<file path="src/core/lpm_pkg.sv">
package lpm_pkg;

  // Operating modes of the controller
  typedef enum logic [1:0] {
    MODE_NORMAL = 2'b00,   // Core and peripherals running
    MODE_IDLE   = 2'b01,   // Core halted, selected peripherals run
    MODE_STOP   = 2'b10,   // Everything stopped but port, clock unit, RAM
    MODE_WARMUP = 2'b11    // Oscillator settling after full stop
  } mode_t;

  // Standby select field
  localparam int          STBY_W          = 3;
  localparam logic [2:0]  STBY_FULL_STOP  = 3'h1;  // Full stop encoding
  localparam logic [2:0]  STBY_HALT       = 3'h3;  // Halt encoding
  localparam logic [2:0]  STBY_RESET      = 3'h0;  // Field value after reset

  // Module clock enable vector layout
  localparam int MOD_W      = 15;
  localparam int MOD_CORE   = 0;   // Processor core
  localparam int MOD_DMA    = 1;   // Dma controller
  localparam int MOD_IO     = 2;   // IO port
  localparam int MOD_SERIAL = 3;   // Serial channels
  localparam int MOD_I2C    = 4;   // I2C
  localparam int MOD_TMREV  = 5;   // Timer event counter
  localparam int MOD_TMR16  = 6;   // Sixteen bit timer
  localparam int MOD_WDT    = 7;   // Watchdog timer
  localparam int MOD_ADC    = 8;   // Converter
  localparam int MOD_CLKGEN = 9;   // Clock generator
  localparam int MOD_PLL    = 10;  // Multiplier
  localparam int MOD_EXTOSC = 11;  // External fast oscillator
  localparam int MOD_LVD    = 12;  // Low voltage detector
  localparam int MOD_INTOSC = 13;  // Internal fast oscillator
  localparam int MOD_RAM    = 14;  // Main RAM

  localparam logic [14:0] RUN_ALL        = 15'h7FFF;  // Every module clocked
  localparam logic [14:0] HALT_FIXED_RUN = 15'h7216;  // Always on in halt
  localparam logic [14:0] HALT_SELECT    = 15'h0DE8;  // Software selectable in halt
  localparam logic [14:0] STOP_RUN       = 15'h4204;  // IO, clock unit, RAM
  localparam logic [14:0] RUN_NONE       = 15'h0000;  // Nothing clocked

  // Clock configuration bits
  localparam int         CFG_W         = 6;
  localparam int         CFG_PLL_SEL   = 0;  // Multiplier output select
  localparam int         CFG_PLL_ON    = 1;  // Multiplier enable
  localparam int         CFG_INT_EN    = 2;  // Internal oscillator enable
  localparam int         CFG_EXT_EN    = 3;  // External oscillator enable
  localparam int         CFG_OSC_SEL   = 4;  // Oscillator source select
  localparam int         CFG_WUP_SEL   = 5;  // Warm-up source select
  localparam logic [5:0] CFG_RESET     = 6'h04;  // Internal oscillator only

  // Warm-up counter and pins
  localparam int          WU_W       = 12;
  localparam logic [11:0] WU_ZERO    = 12'h000;
  localparam logic [11:0] WU_ONE     = 12'h001;
  localparam int          EXT_INT_N  = 6;
  localparam int          PORT_W     = 8;

endpackage : lpm_pkg

</file>
<file path="src/core/warmup_if.sv">
`timescale 1ns/10ps
interface warmup_if;
  logic                        start;  // One cycle pulse to launch count
  logic [lpm_pkg::WU_W-1:0]    count;  // Warm-up length in cycles
  logic                        busy;   // Counting in progress
  logic                        done;   // One cycle pulse at expiry

  modport ctrl  (output start, output count, input busy, input done);
  modport timer (input start, input count, output busy, output done);
endinterface : warmup_if

</file>
<file path="src/core/warmup_timer.sv">
`timescale 1ns/10ps
module warmup_timer (
  input  wire logic  i_mclk,     // System clock
  input  wire logic  i_sys_rst,  // Synchronous reset, active high
  warmup_if.timer    wu          // Start and completion handshake
);

  typedef struct packed {
    logic [lpm_pkg::WU_W-1:0] cnt;   // Cycles left
    logic                     busy;  // Counting
    logic                     done;  // Expiry pulse
  } wu_state_t;

  wu_state_t st;       // Registered state
  wu_state_t next_st;  // Next state

  // Count down from the loaded value; zero expires at once
  always_comb begin
    next_st      = st;
    next_st.done = 1'b0;
    if (wu.start) begin
      next_st.cnt  = wu.count;
      next_st.busy = (wu.count != lpm_pkg::WU_ZERO);
      next_st.done = (wu.count == lpm_pkg::WU_ZERO);
    end else if (st.busy) begin
      next_st.cnt = st.cnt - lpm_pkg::WU_ONE;
      if (st.cnt == lpm_pkg::WU_ONE) begin
        next_st.busy = 1'b0;
        next_st.done = 1'b1;
      end
    end
  end

  // State register
  always_ff @(posedge i_mclk) begin
    if (i_sys_rst) begin
      st <= '0;
    end else begin
      st <= next_st;
    end
  end

  assign wu.busy = st.busy;
  assign wu.done = st.done;

endmodule : warmup_timer

</file>
<file path="src/core/low_power_mode_controller.sv">
// Contract
// Reset always lands in normal mode
// Select written first, entry on wait instruction
// Leave low power on reset or interrupt
// Events never release; no event-wait entry
// Software never sets core deep sleep bit
// Halt stops only the processor core
// Halt-disabled peripherals freeze their state
// No watchdog clear by core in halt
// Full stop halts all, internal oscillator too
// Full stop exit restarts oscillator, back normal
// Full stop is 001, halt is 011
// Stop pins follow port registers; oscillator pin high
// Configured external interrupt pins stay valid inputs
// Debug data driver enabled only on valid
// Stopped modules gated automatically on entry
// Listed modules remain running per mode
// Halt peripherals individually selectable by software
// Clock from internal oscillator after reset, stop
// Software stops gated peripherals before full stop
// Release sources per mode: halt broad, stop narrow
// Interrupt exit from stop runs warm-up first
// Stop exit resets clock bits, keeps warm-up
// Reset exit from stop skips warm-up
// Select sampled when wait instruction retires
`timescale 1ns/10ps
module low_power_mode_controller (
  input  wire logic                          i_mclk,          // System clock, 125 MHz
  input  wire logic                          i_sys_rst,       // Synchronous reset, active high
  input  wire logic                          i_stby_wr,       // Standby control register write strobe
  input  wire logic [lpm_pkg::STBY_W-1:0]    i_stby_data,     // Standby select write data
  input  wire logic                          i_wfi_retire,    // Wait for interrupt instruction retired
  input  wire logic                          i_irq_periph,    // Any enabled peripheral interrupt
  input  wire logic                          i_irq_systick,   // System tick interrupt
  input  wire logic                          i_nmi_wdt,       // Watchdog non-maskable interrupt
  input  wire logic                          i_nmi_lvd,       // Voltage detector non-maskable interrupt
  input  wire logic [lpm_pkg::EXT_INT_N-1:0] i_ext_int,       // External interrupt pins, asynchronous
  input  wire logic [lpm_pkg::EXT_INT_N-1:0] i_ext_int_func,  // Pin set to interrupt function
  input  wire logic [lpm_pkg::EXT_INT_N-1:0] i_ext_int_ie,    // Pin interrupt input enable
  input  wire logic [lpm_pkg::EXT_INT_N-1:0] i_ext_int_wake,  // Clock unit release enable per pin
  input  wire logic [lpm_pkg::MOD_W-1:0]     i_halt_enable,   // Per module run enable in halt
  input  wire logic                          i_clk_cfg_wr,    // Clock configuration write strobe
  input  wire logic [lpm_pkg::CFG_W-1:0]     i_clk_cfg,       // Clock configuration write data
  input  wire logic [lpm_pkg::WU_W-1:0]      i_warmup_count,  // Warm-up count value, kept by software
  input  wire logic                          i_wdt_clear_req, // Core request to clear watchdog
  input  wire logic [lpm_pkg::PORT_W-1:0]    i_port_ie,       // Port input enable bits
  input  wire logic [lpm_pkg::PORT_W-1:0]    i_port_cr,       // Port output control bits
  input  wire logic [lpm_pkg::PORT_W-1:0]    i_port_func_oe,  // Functional output enables in run
  input  wire logic                          i_dbg_sel,       // Pin set as debug data line
  input  wire logic                          i_dbg_valid,     // Debug data currently valid
  input  wire logic                          i_dbg_func_oe,   // Debug output enable in run
  output logic [1:0]                         o_mode,          // Current mode code
  output logic [lpm_pkg::STBY_W-1:0]         o_stby,          // Standby select readback
  output logic [lpm_pkg::CFG_W-1:0]          o_clk_cfg,       // Clock configuration bits
  output logic [lpm_pkg::MOD_W-1:0]          o_module_run,    // Per module clock enables
  output logic                               o_wdt_clear,     // Watchdog clear to the counter
  output logic [lpm_pkg::PORT_W-1:0]         o_port_in_en,    // Port input buffer enables
  output logic [lpm_pkg::PORT_W-1:0]         o_port_out_en,   // Port output driver enables
  output logic [lpm_pkg::EXT_INT_N-1:0]      o_ext_int_in_en, // External interrupt input enables
  output logic                               o_dbg_oe,        // Debug data driver enable
  output logic                               o_osc_out_high,  // Force oscillator output pin high
  output logic                               o_osc_in_en,     // Oscillator input pin honoured
  output logic                               o_warmup_busy    // Warm-up in progress
);

  // Whole controller state in one record
  typedef struct packed {
    lpm_pkg::mode_t                mode;      // Operating mode
    logic [lpm_pkg::STBY_W-1:0]    stby;      // Standby select field
    logic [lpm_pkg::CFG_W-1:0]     cfg;       // Clock configuration
    logic [lpm_pkg::EXT_INT_N-1:0] ext_s1;    // Pin synchroniser, first stage
    logic [lpm_pkg::EXT_INT_N-1:0] ext_s2;    // Pin synchroniser, second stage
    logic [lpm_pkg::MOD_W-1:0]     run;       // Module clock enables
    logic                          wdt_clr;   // Watchdog clear
    logic [lpm_pkg::PORT_W-1:0]    in_en;     // Port input enables
    logic [lpm_pkg::PORT_W-1:0]    out_en;    // Port output enables
    logic [lpm_pkg::EXT_INT_N-1:0] xin_en;    // External interrupt input enables
    logic                          dbg_oe;    // Debug driver enable
    logic                          osc_high;  // Oscillator output forced high
    logic                          osc_in;    // Oscillator input honoured
    logic                          wu_start;  // Warm-up launch pulse
    logic                          wu_busy;   // Warm-up busy copy
    logic [lpm_pkg::WU_W:0]        wu_age;    // Warm-up cycles, for checks
  } ctl_state_t;

  ctl_state_t st;       // Registered state
  ctl_state_t next_st;  // Next state

  warmup_if wu ();      // Link to the warm-up counter

  // Clock enables per mode; halt honours software selection per module
  function automatic logic [lpm_pkg::MOD_W-1:0] run_mask(
    input lpm_pkg::mode_t             m,
    input logic [lpm_pkg::MOD_W-1:0]  halt_en,
    input logic [lpm_pkg::CFG_W-1:0]  cfg
  );
    logic [lpm_pkg::MOD_W-1:0] r;
    r = lpm_pkg::RUN_NONE;
    case (m)
      lpm_pkg::MODE_NORMAL: begin
        // Everything clocked
        r = lpm_pkg::RUN_ALL;
      end
      lpm_pkg::MODE_IDLE: begin
        // Core off, fixed set on, rest per selection
        r = lpm_pkg::HALT_FIXED_RUN | (lpm_pkg::HALT_SELECT & halt_en);  // see R6 see R7
      end
      lpm_pkg::MODE_STOP: begin
        // Port, clock unit and RAM only
        r = lpm_pkg::STOP_RUN;  // see R9
      end
      default: begin
        // Stop set plus the oscillator
        r = lpm_pkg::STOP_RUN;  // Held off until the oscillator settles
        r[lpm_pkg::MOD_INTOSC] = 1'b1;  // see R10
      end
    endcase
    // External oscillator and multiplier only run when software enabled them
    r[lpm_pkg::MOD_EXTOSC] = r[lpm_pkg::MOD_EXTOSC] & cfg[lpm_pkg::CFG_EXT_EN];
    r[lpm_pkg::MOD_PLL]    = r[lpm_pkg::MOD_PLL] & cfg[lpm_pkg::CFG_PLL_ON];
    return r;
  endfunction : run_mask

  logic [lpm_pkg::EXT_INT_N-1:0] ext_armed;  // Pins usable as release source
  logic                          stop_wake;  // Release from full stop
  logic                          idle_wake;  // Release from halt

  // Only configured external pins may release full stop
  assign ext_armed = st.ext_s2 & i_ext_int_func & i_ext_int_ie & i_ext_int_wake;
  assign stop_wake = |ext_armed;  // see R20
  // Events have no wake path here at all, by construction
  assign idle_wake = i_irq_periph | i_irq_systick | i_nmi_wdt | i_nmi_lvd | stop_wake;  // see R20

  // Next state, mode sequencing and pin control
  always_comb begin
    next_st          = st;
    // Two-flop pin synchroniser
    next_st.ext_s1   = i_ext_int;
    next_st.ext_s2   = st.ext_s1;
    next_st.wu_start = 1'b0;
    next_st.wu_busy  = wu.busy;

    // Age saturates, so a stuck count still trips
    if (st.mode == lpm_pkg::MODE_WARMUP) begin
      if (st.wu_age != '1) begin
        next_st.wu_age = st.wu_age + 1'b1;
      end
    end else begin
      next_st.wu_age = '0;
    end

    // Register writes; software only changes the clock bits in normal mode
    if (i_stby_wr) begin
      next_st.stby = i_stby_data;
    end
    if (i_clk_cfg_wr && (st.mode == lpm_pkg::MODE_NORMAL)) begin
      next_st.cfg = i_clk_cfg;
    end

    case (st.mode)
      lpm_pkg::MODE_NORMAL: begin
        // Registered select value is used, so a same cycle write is too late
        if (i_wfi_retire) begin  // see R24
          if (st.stby == lpm_pkg::STBY_HALT) begin
            next_st.mode = lpm_pkg::MODE_IDLE;
          end else if (st.stby == lpm_pkg::STBY_FULL_STOP) begin
            next_st.mode = lpm_pkg::MODE_STOP;
          end
        end
      end
      lpm_pkg::MODE_IDLE: begin
        // Any listed source ends halt
        if (idle_wake) begin
          next_st.mode = lpm_pkg::MODE_NORMAL;
        end
      end
      lpm_pkg::MODE_STOP: begin
        // Armed pins only; clock bits reset
        if (stop_wake) begin
          next_st.mode     = lpm_pkg::MODE_WARMUP;
          next_st.wu_start = 1'b1;
          next_st.cfg      = lpm_pkg::CFG_RESET;  // see R22
        end
      end
      default: begin
        // Hold until counter expiry
        if (wu.done) begin
          next_st.mode = lpm_pkg::MODE_NORMAL;  // see R10
        end
      end
    endcase

    next_st.run = run_mask(next_st.mode, i_halt_enable, next_st.cfg);  // see R15

    // Core cannot clear the watchdog outside normal mode
    next_st.wdt_clr = i_wdt_clear_req && (next_st.mode == lpm_pkg::MODE_NORMAL);

    // Pins: full stop hands control to the port registers
    next_st.xin_en = i_ext_int_func & i_ext_int_ie;
    if (next_st.mode == lpm_pkg::MODE_STOP) begin
      // Port registers decide the pins
      next_st.in_en    = i_port_ie;
      next_st.out_en   = i_port_cr;
      next_st.dbg_oe   = i_dbg_sel & i_dbg_valid;
      next_st.osc_high = 1'b1;
      next_st.osc_in   = 1'b0;
    end else begin
      // Functional enables rule
      next_st.in_en    = i_port_ie;
      next_st.out_en   = i_port_func_oe;
      next_st.dbg_oe   = i_dbg_sel & i_dbg_func_oe;
      next_st.osc_high = 1'b0;
      next_st.osc_in   = 1'b1;
    end
  end

  // State register; reset goes straight to normal, no warm-up
  always_ff @(posedge i_mclk) begin
    if (i_sys_rst) begin
      // Constants only; zero covers the rest
      st          <= '0;
      st.mode     <= lpm_pkg::MODE_NORMAL;  // see R1
      st.stby     <= lpm_pkg::STBY_RESET;
      st.cfg      <= lpm_pkg::CFG_RESET;
      st.run      <= lpm_pkg::RUN_ALL;
      st.in_en    <= '0;
      st.osc_in   <= 1'b1;
    end else begin
      st <= next_st;
    end
  end

  // Warm-up counter hookup
  assign wu.start = st.wu_start;
  // Software owns the count; kept over stop
  assign wu.count = i_warmup_count;

  // Same clock and reset as the controller
  warmup_timer u_warmup (
    .i_mclk    (i_mclk),
    .i_sys_rst (i_sys_rst),
    .wu        (wu)
  );

  // Outputs straight from the state record
  assign o_mode          = st.mode;
  assign o_stby          = st.stby;
  assign o_clk_cfg       = st.cfg;

  // Gating and watchdog
  assign o_module_run    = st.run;
  assign o_wdt_clear     = st.wdt_clr;

  // Pin control
  assign o_port_in_en    = st.in_en;
  assign o_port_out_en   = st.out_en;
  assign o_ext_int_in_en = st.xin_en;
  assign o_dbg_oe        = st.dbg_oe;
  assign o_osc_out_high  = st.osc_high;
  assign o_osc_in_en     = st.osc_in;

  // Warm-up status
  assign o_warmup_busy   = st.wu_busy;
endmodule : low_power_mode_controller

</file>
<file path="config.mk">
export PLATFORM = sky130hd
export DESIGN_NAME = low_power_mode_controller
export DESIGN_NICKNAME = d
export VERILOG_FILES = /design/src/core/lpm_pkg.sv /design/src/core/warmup_if.sv /design/src/core/warmup_timer.sv /design/src/core/low_power_mode_controller.sv
export SDC_FILE = /design/constraint.sdc
export NUM_CORES = 1
export LEC_CHECK = 0
export BUFFER_PORTS_ARGS = -buffer_cell sky130_fd_sc_hd__buf_2
export CORE_MARGIN = 2
export CORE_UTILIZATION = 30
export CTS_CLUSTER_DIAMETER = 40
export DETAILED_ROUTE_END_ITERATION = 8
export PLACE_DENSITY = 0.61
export REMOVE_ABC_BUFFERS = 1
export SETUP_SLACK_MARGIN = 0.05
export SYNTH_ARGS = -nofsm -noshare
export SYNTH_HDL_FRONTEND = slang
export SYNTH_SLANG_ARGS = --single-unit
</file>
<file path="constraint.sdc">
create_clock -name i_mclk -period 1.9 [get_ports i_mclk]
set_input_delay 0.38 -clock i_mclk [delete_from_list [all_inputs] [get_ports i_mclk]]
set_output_delay 0.38 -clock i_mclk [all_outputs]
set_load 0.01 [all_outputs]
</file>
==> impl_results.md <==
* Hold buffer count at cts at 0
* Die area at 11400 um2
* Path category of the worst min-delay check: input port to flip-flop
* Cells after DPL at 566
* H-tree levels at 3
* Post-Synthesis Cells at 345
* GP Congestion at 0.810
* Sink Count at 75
* RSZ-0062 raised after global routing: false
* Initial Utilization at 0.308
* Hold slack at 0.248 ns
* CTS Root Buffer Type: clkbuf_8
* Family with the most delay on the worst path: simple AND/OR/NAND/NOR gates
* Core ar. at 10300 um2
* Crit path DAT at 1.89 ns
* Worst path max stage delay at 0.54 ns
* Crit path time final at 1.66 ns
* Critical Path RT at 2.12 ns
* Skew final at 0.0149 ns
* Routed WL at 7450 um
* Crit path cell chain: inv_2, nand2_1, or4_1, buf_4, a41o_1
* CP max FO at 17
* Largest net degree at the start of global routing at 46
* Diodes inserted at 0
* Netlist cell types at 42
* Number of max-cap violations at 0
* CP Launch Type: flip-flop
* Avg Vias per Cell at 4.54
* Nets at 540
* Final Hold Viols at 0
* Post-synth ARST share at 0
* Num rows at 37
* CTS tree: done
* IO Port Bufs at 138
* Post-Syn Area at 3170 um2
* Synthesized flop and latch total at 75
* Peak VDD IR at 0.446 mV
* Insertion delay to the later sink of the worst-skew pair at 0.34 ns
* Setup TNS at 0 ns
* CP Capture Type: flip-flop
* Prevailing post-synth register cell: dfxtp_1
* Reg clk slew, reported paths at 0.09 ns
* Slowest CP cell: or4_1
* Share of layout cells above drive strength 1 at 0.381
* Register area share after synthesis at 0.474
* Vias at 2641
* Crit path kind: flip-flop to flip-flop
* Buf/Inv on CP at 2
* Slew @ Worst Pin at 0.672 ns
* Filler cells at 1090
* Worst-case clock buffer depth at 2
* Finished Layout Cells at 582
* 1st-iter DRT viols at 95
* Die Ht at 107 um
* Power Dens Cells at 833 nW/um2
* Period utilisation layout at 0.876
* Status: completed
* Relative slew slack at 0.547
* Grt total ovfl at 0
* Total GRT Usage at 0.130
* Vias in the first global route at 2494
* CTS Buf Count at 9
* Initial antenna violation count at 0
* Final setup fails at 0
* Drt wl/cell at 12.8 um
* Peak Freq at 601 MHz
* Drc violations at 0
* Drt first pass iters at 4
* Dpl hpwl at 5590 um
* Post-synth EDFFs at 0
* # IOs at 150
* First-pass GRT wire length at 11700 um
* Syn_area_per_cell at 9.18 um2
* Ys Warns at 0
* Die X at 107 um
* Final ANT Viol Nets at 0
* Pleak at 1.90 nW
* Final Max Tran Viols at 0
* Layout area overhead at 23.2%
==> cell families after synthesis <==
family,count (synthesis),synth area share
compound gates,48,0.101
buf+inv,70,0.143
fa+ha+maj,2,0.00790
simple gates,129,0.214
mux,10,0.0316
flops,75,0.474
xor+xnor,10,0.0276
other cells,1,0.00118
==> cells in the mapped netlist, types with 4 or more instances <==
master	count	share of area
dfxtp_1	75	0.47
clkbuf_1	11	0.013
buf_4	48	0.11
nor3_1	9	0.014
inv_1	4	0.0047
nor2b_1	21	0.041
nand3_1	6	0.0095
nand4_1	6	0.012
mux2i_1	10	0.032
a41o_1	8	0.025
nand2_1	33	0.039
xor2_1	7	0.019
and3_1	7	0.014
o21a_1	4	0.0095
a21oi_1	24	0.038
nor2_1	27	0.032
nor4_1	4	0.0079
==> sequential cells by signal (all words and copies together) (netlist names), 2 cells and up <==
name	cells
o_module_run	10
o_ext_int_in_en	6
st	6
o_clk_cfg	6
o_port_in_en	8
o_mode	2
next_st	6
o_stby	3
u_warmup.st	12
o_port_out_en	8
==> placed cells by master, fill, tap and decap left out, types with 2 or more instances in the layout <==
| master | n |
|---|---|
| or4_4 | 2 |
| nor3b_1 | 2 |
| o31a_1 | 2 |
| nor3_1 | 9 |
| nand3_1 | 6 |
| buf_12 | 2 |
| o21ai_0 | 3 |
| inv_2 | 2 |
| a41o_1 | 8 |
| mux2i_1 | 10 |
| and2_1 | 2 |
| nand4_1 | 6 |
| nor4b_1 | 2 |
| clkinv_2 | 3 |
| buf_4 | 7 |
| dfxtp_1 | 75 |
| nand2_1 | 33 |
| nand3b_1 | 3 |
| a21oi_1 | 24 |
| nor4_1 | 3 |
| buf_2 | 138 |
| xor2_1 | 7 |
| conb_1 | 3 |
| xnor2_1 | 3 |
| inv_1 | 4 |
| nor2b_1 | 21 |
| nor2_1 | 27 |
| and3_1 | 7 |
| ha_1 | 2 |
| o21a_1 | 4 |
| clkbuf_8 | 10 |
| or4_1 | 2 |
==> per-layer routing <==
layer | wire [um] | global-route usage
met3 | 588 | 0.0438
met5 | 0 | 0
met4 | 55 | 0.0297
met1 | 3260 | 0.163
met2 | 3540 | 0.215
==> power breakdown <==
group	internal [mW]	switching, mW
Clock	0.643	0.586
Sequential	1.64	0.0248
Combinational	0.177	0.178
Total	2.46	0.789
==> cell type report <==
cell class	count	area, um2	share of cell area
clock buffer	10	138	0.0353
clock inverter	6	62.6	0.0160
inverter	6	22.5	0.00577
multi-input combinational	202	1230	0.314
sequential	75	1500	0.385
tap	136	170	0.0436
timing repair buffer	147	783	0.201
==> final timing paths <==
path	from	endpoint	slack [ns]	cells past startpoint
setup reg to reg	o_mode[0]	o_port_out_en[0]	0.24	5
setup / recovery	o_mode[0]	o_port_out_en[0]	0.24	5
hold reg to reg	next_st[57]	st[57]	0.43	1
hold / removal	i_port_ie[7]	o_port_in_en[7]	0.25	2
==> what timing repair did <==
action / in CTS / in global routing
resized for setup: 0 / 1
buffers inserted: 0 / 0
endpoints found under the setup margin: 0 / 1
==> stage by stage <==
step	setup slack [ns]	area, um2	power (mW)	util
6_report	0.236	3900	3.25	0.380
5_1_grt	0.148	3900	3.43	0.380
4_1_cts	0.233	3900	3.32	0.379
3_5_place_dp	0.0170	3700	2.07	0.360
3_3_place_gp	0.0615	3700	2.06	0.360
2_1_floorplan	0.258	2740	1.85	-
(Power assumes the default switching activity.)
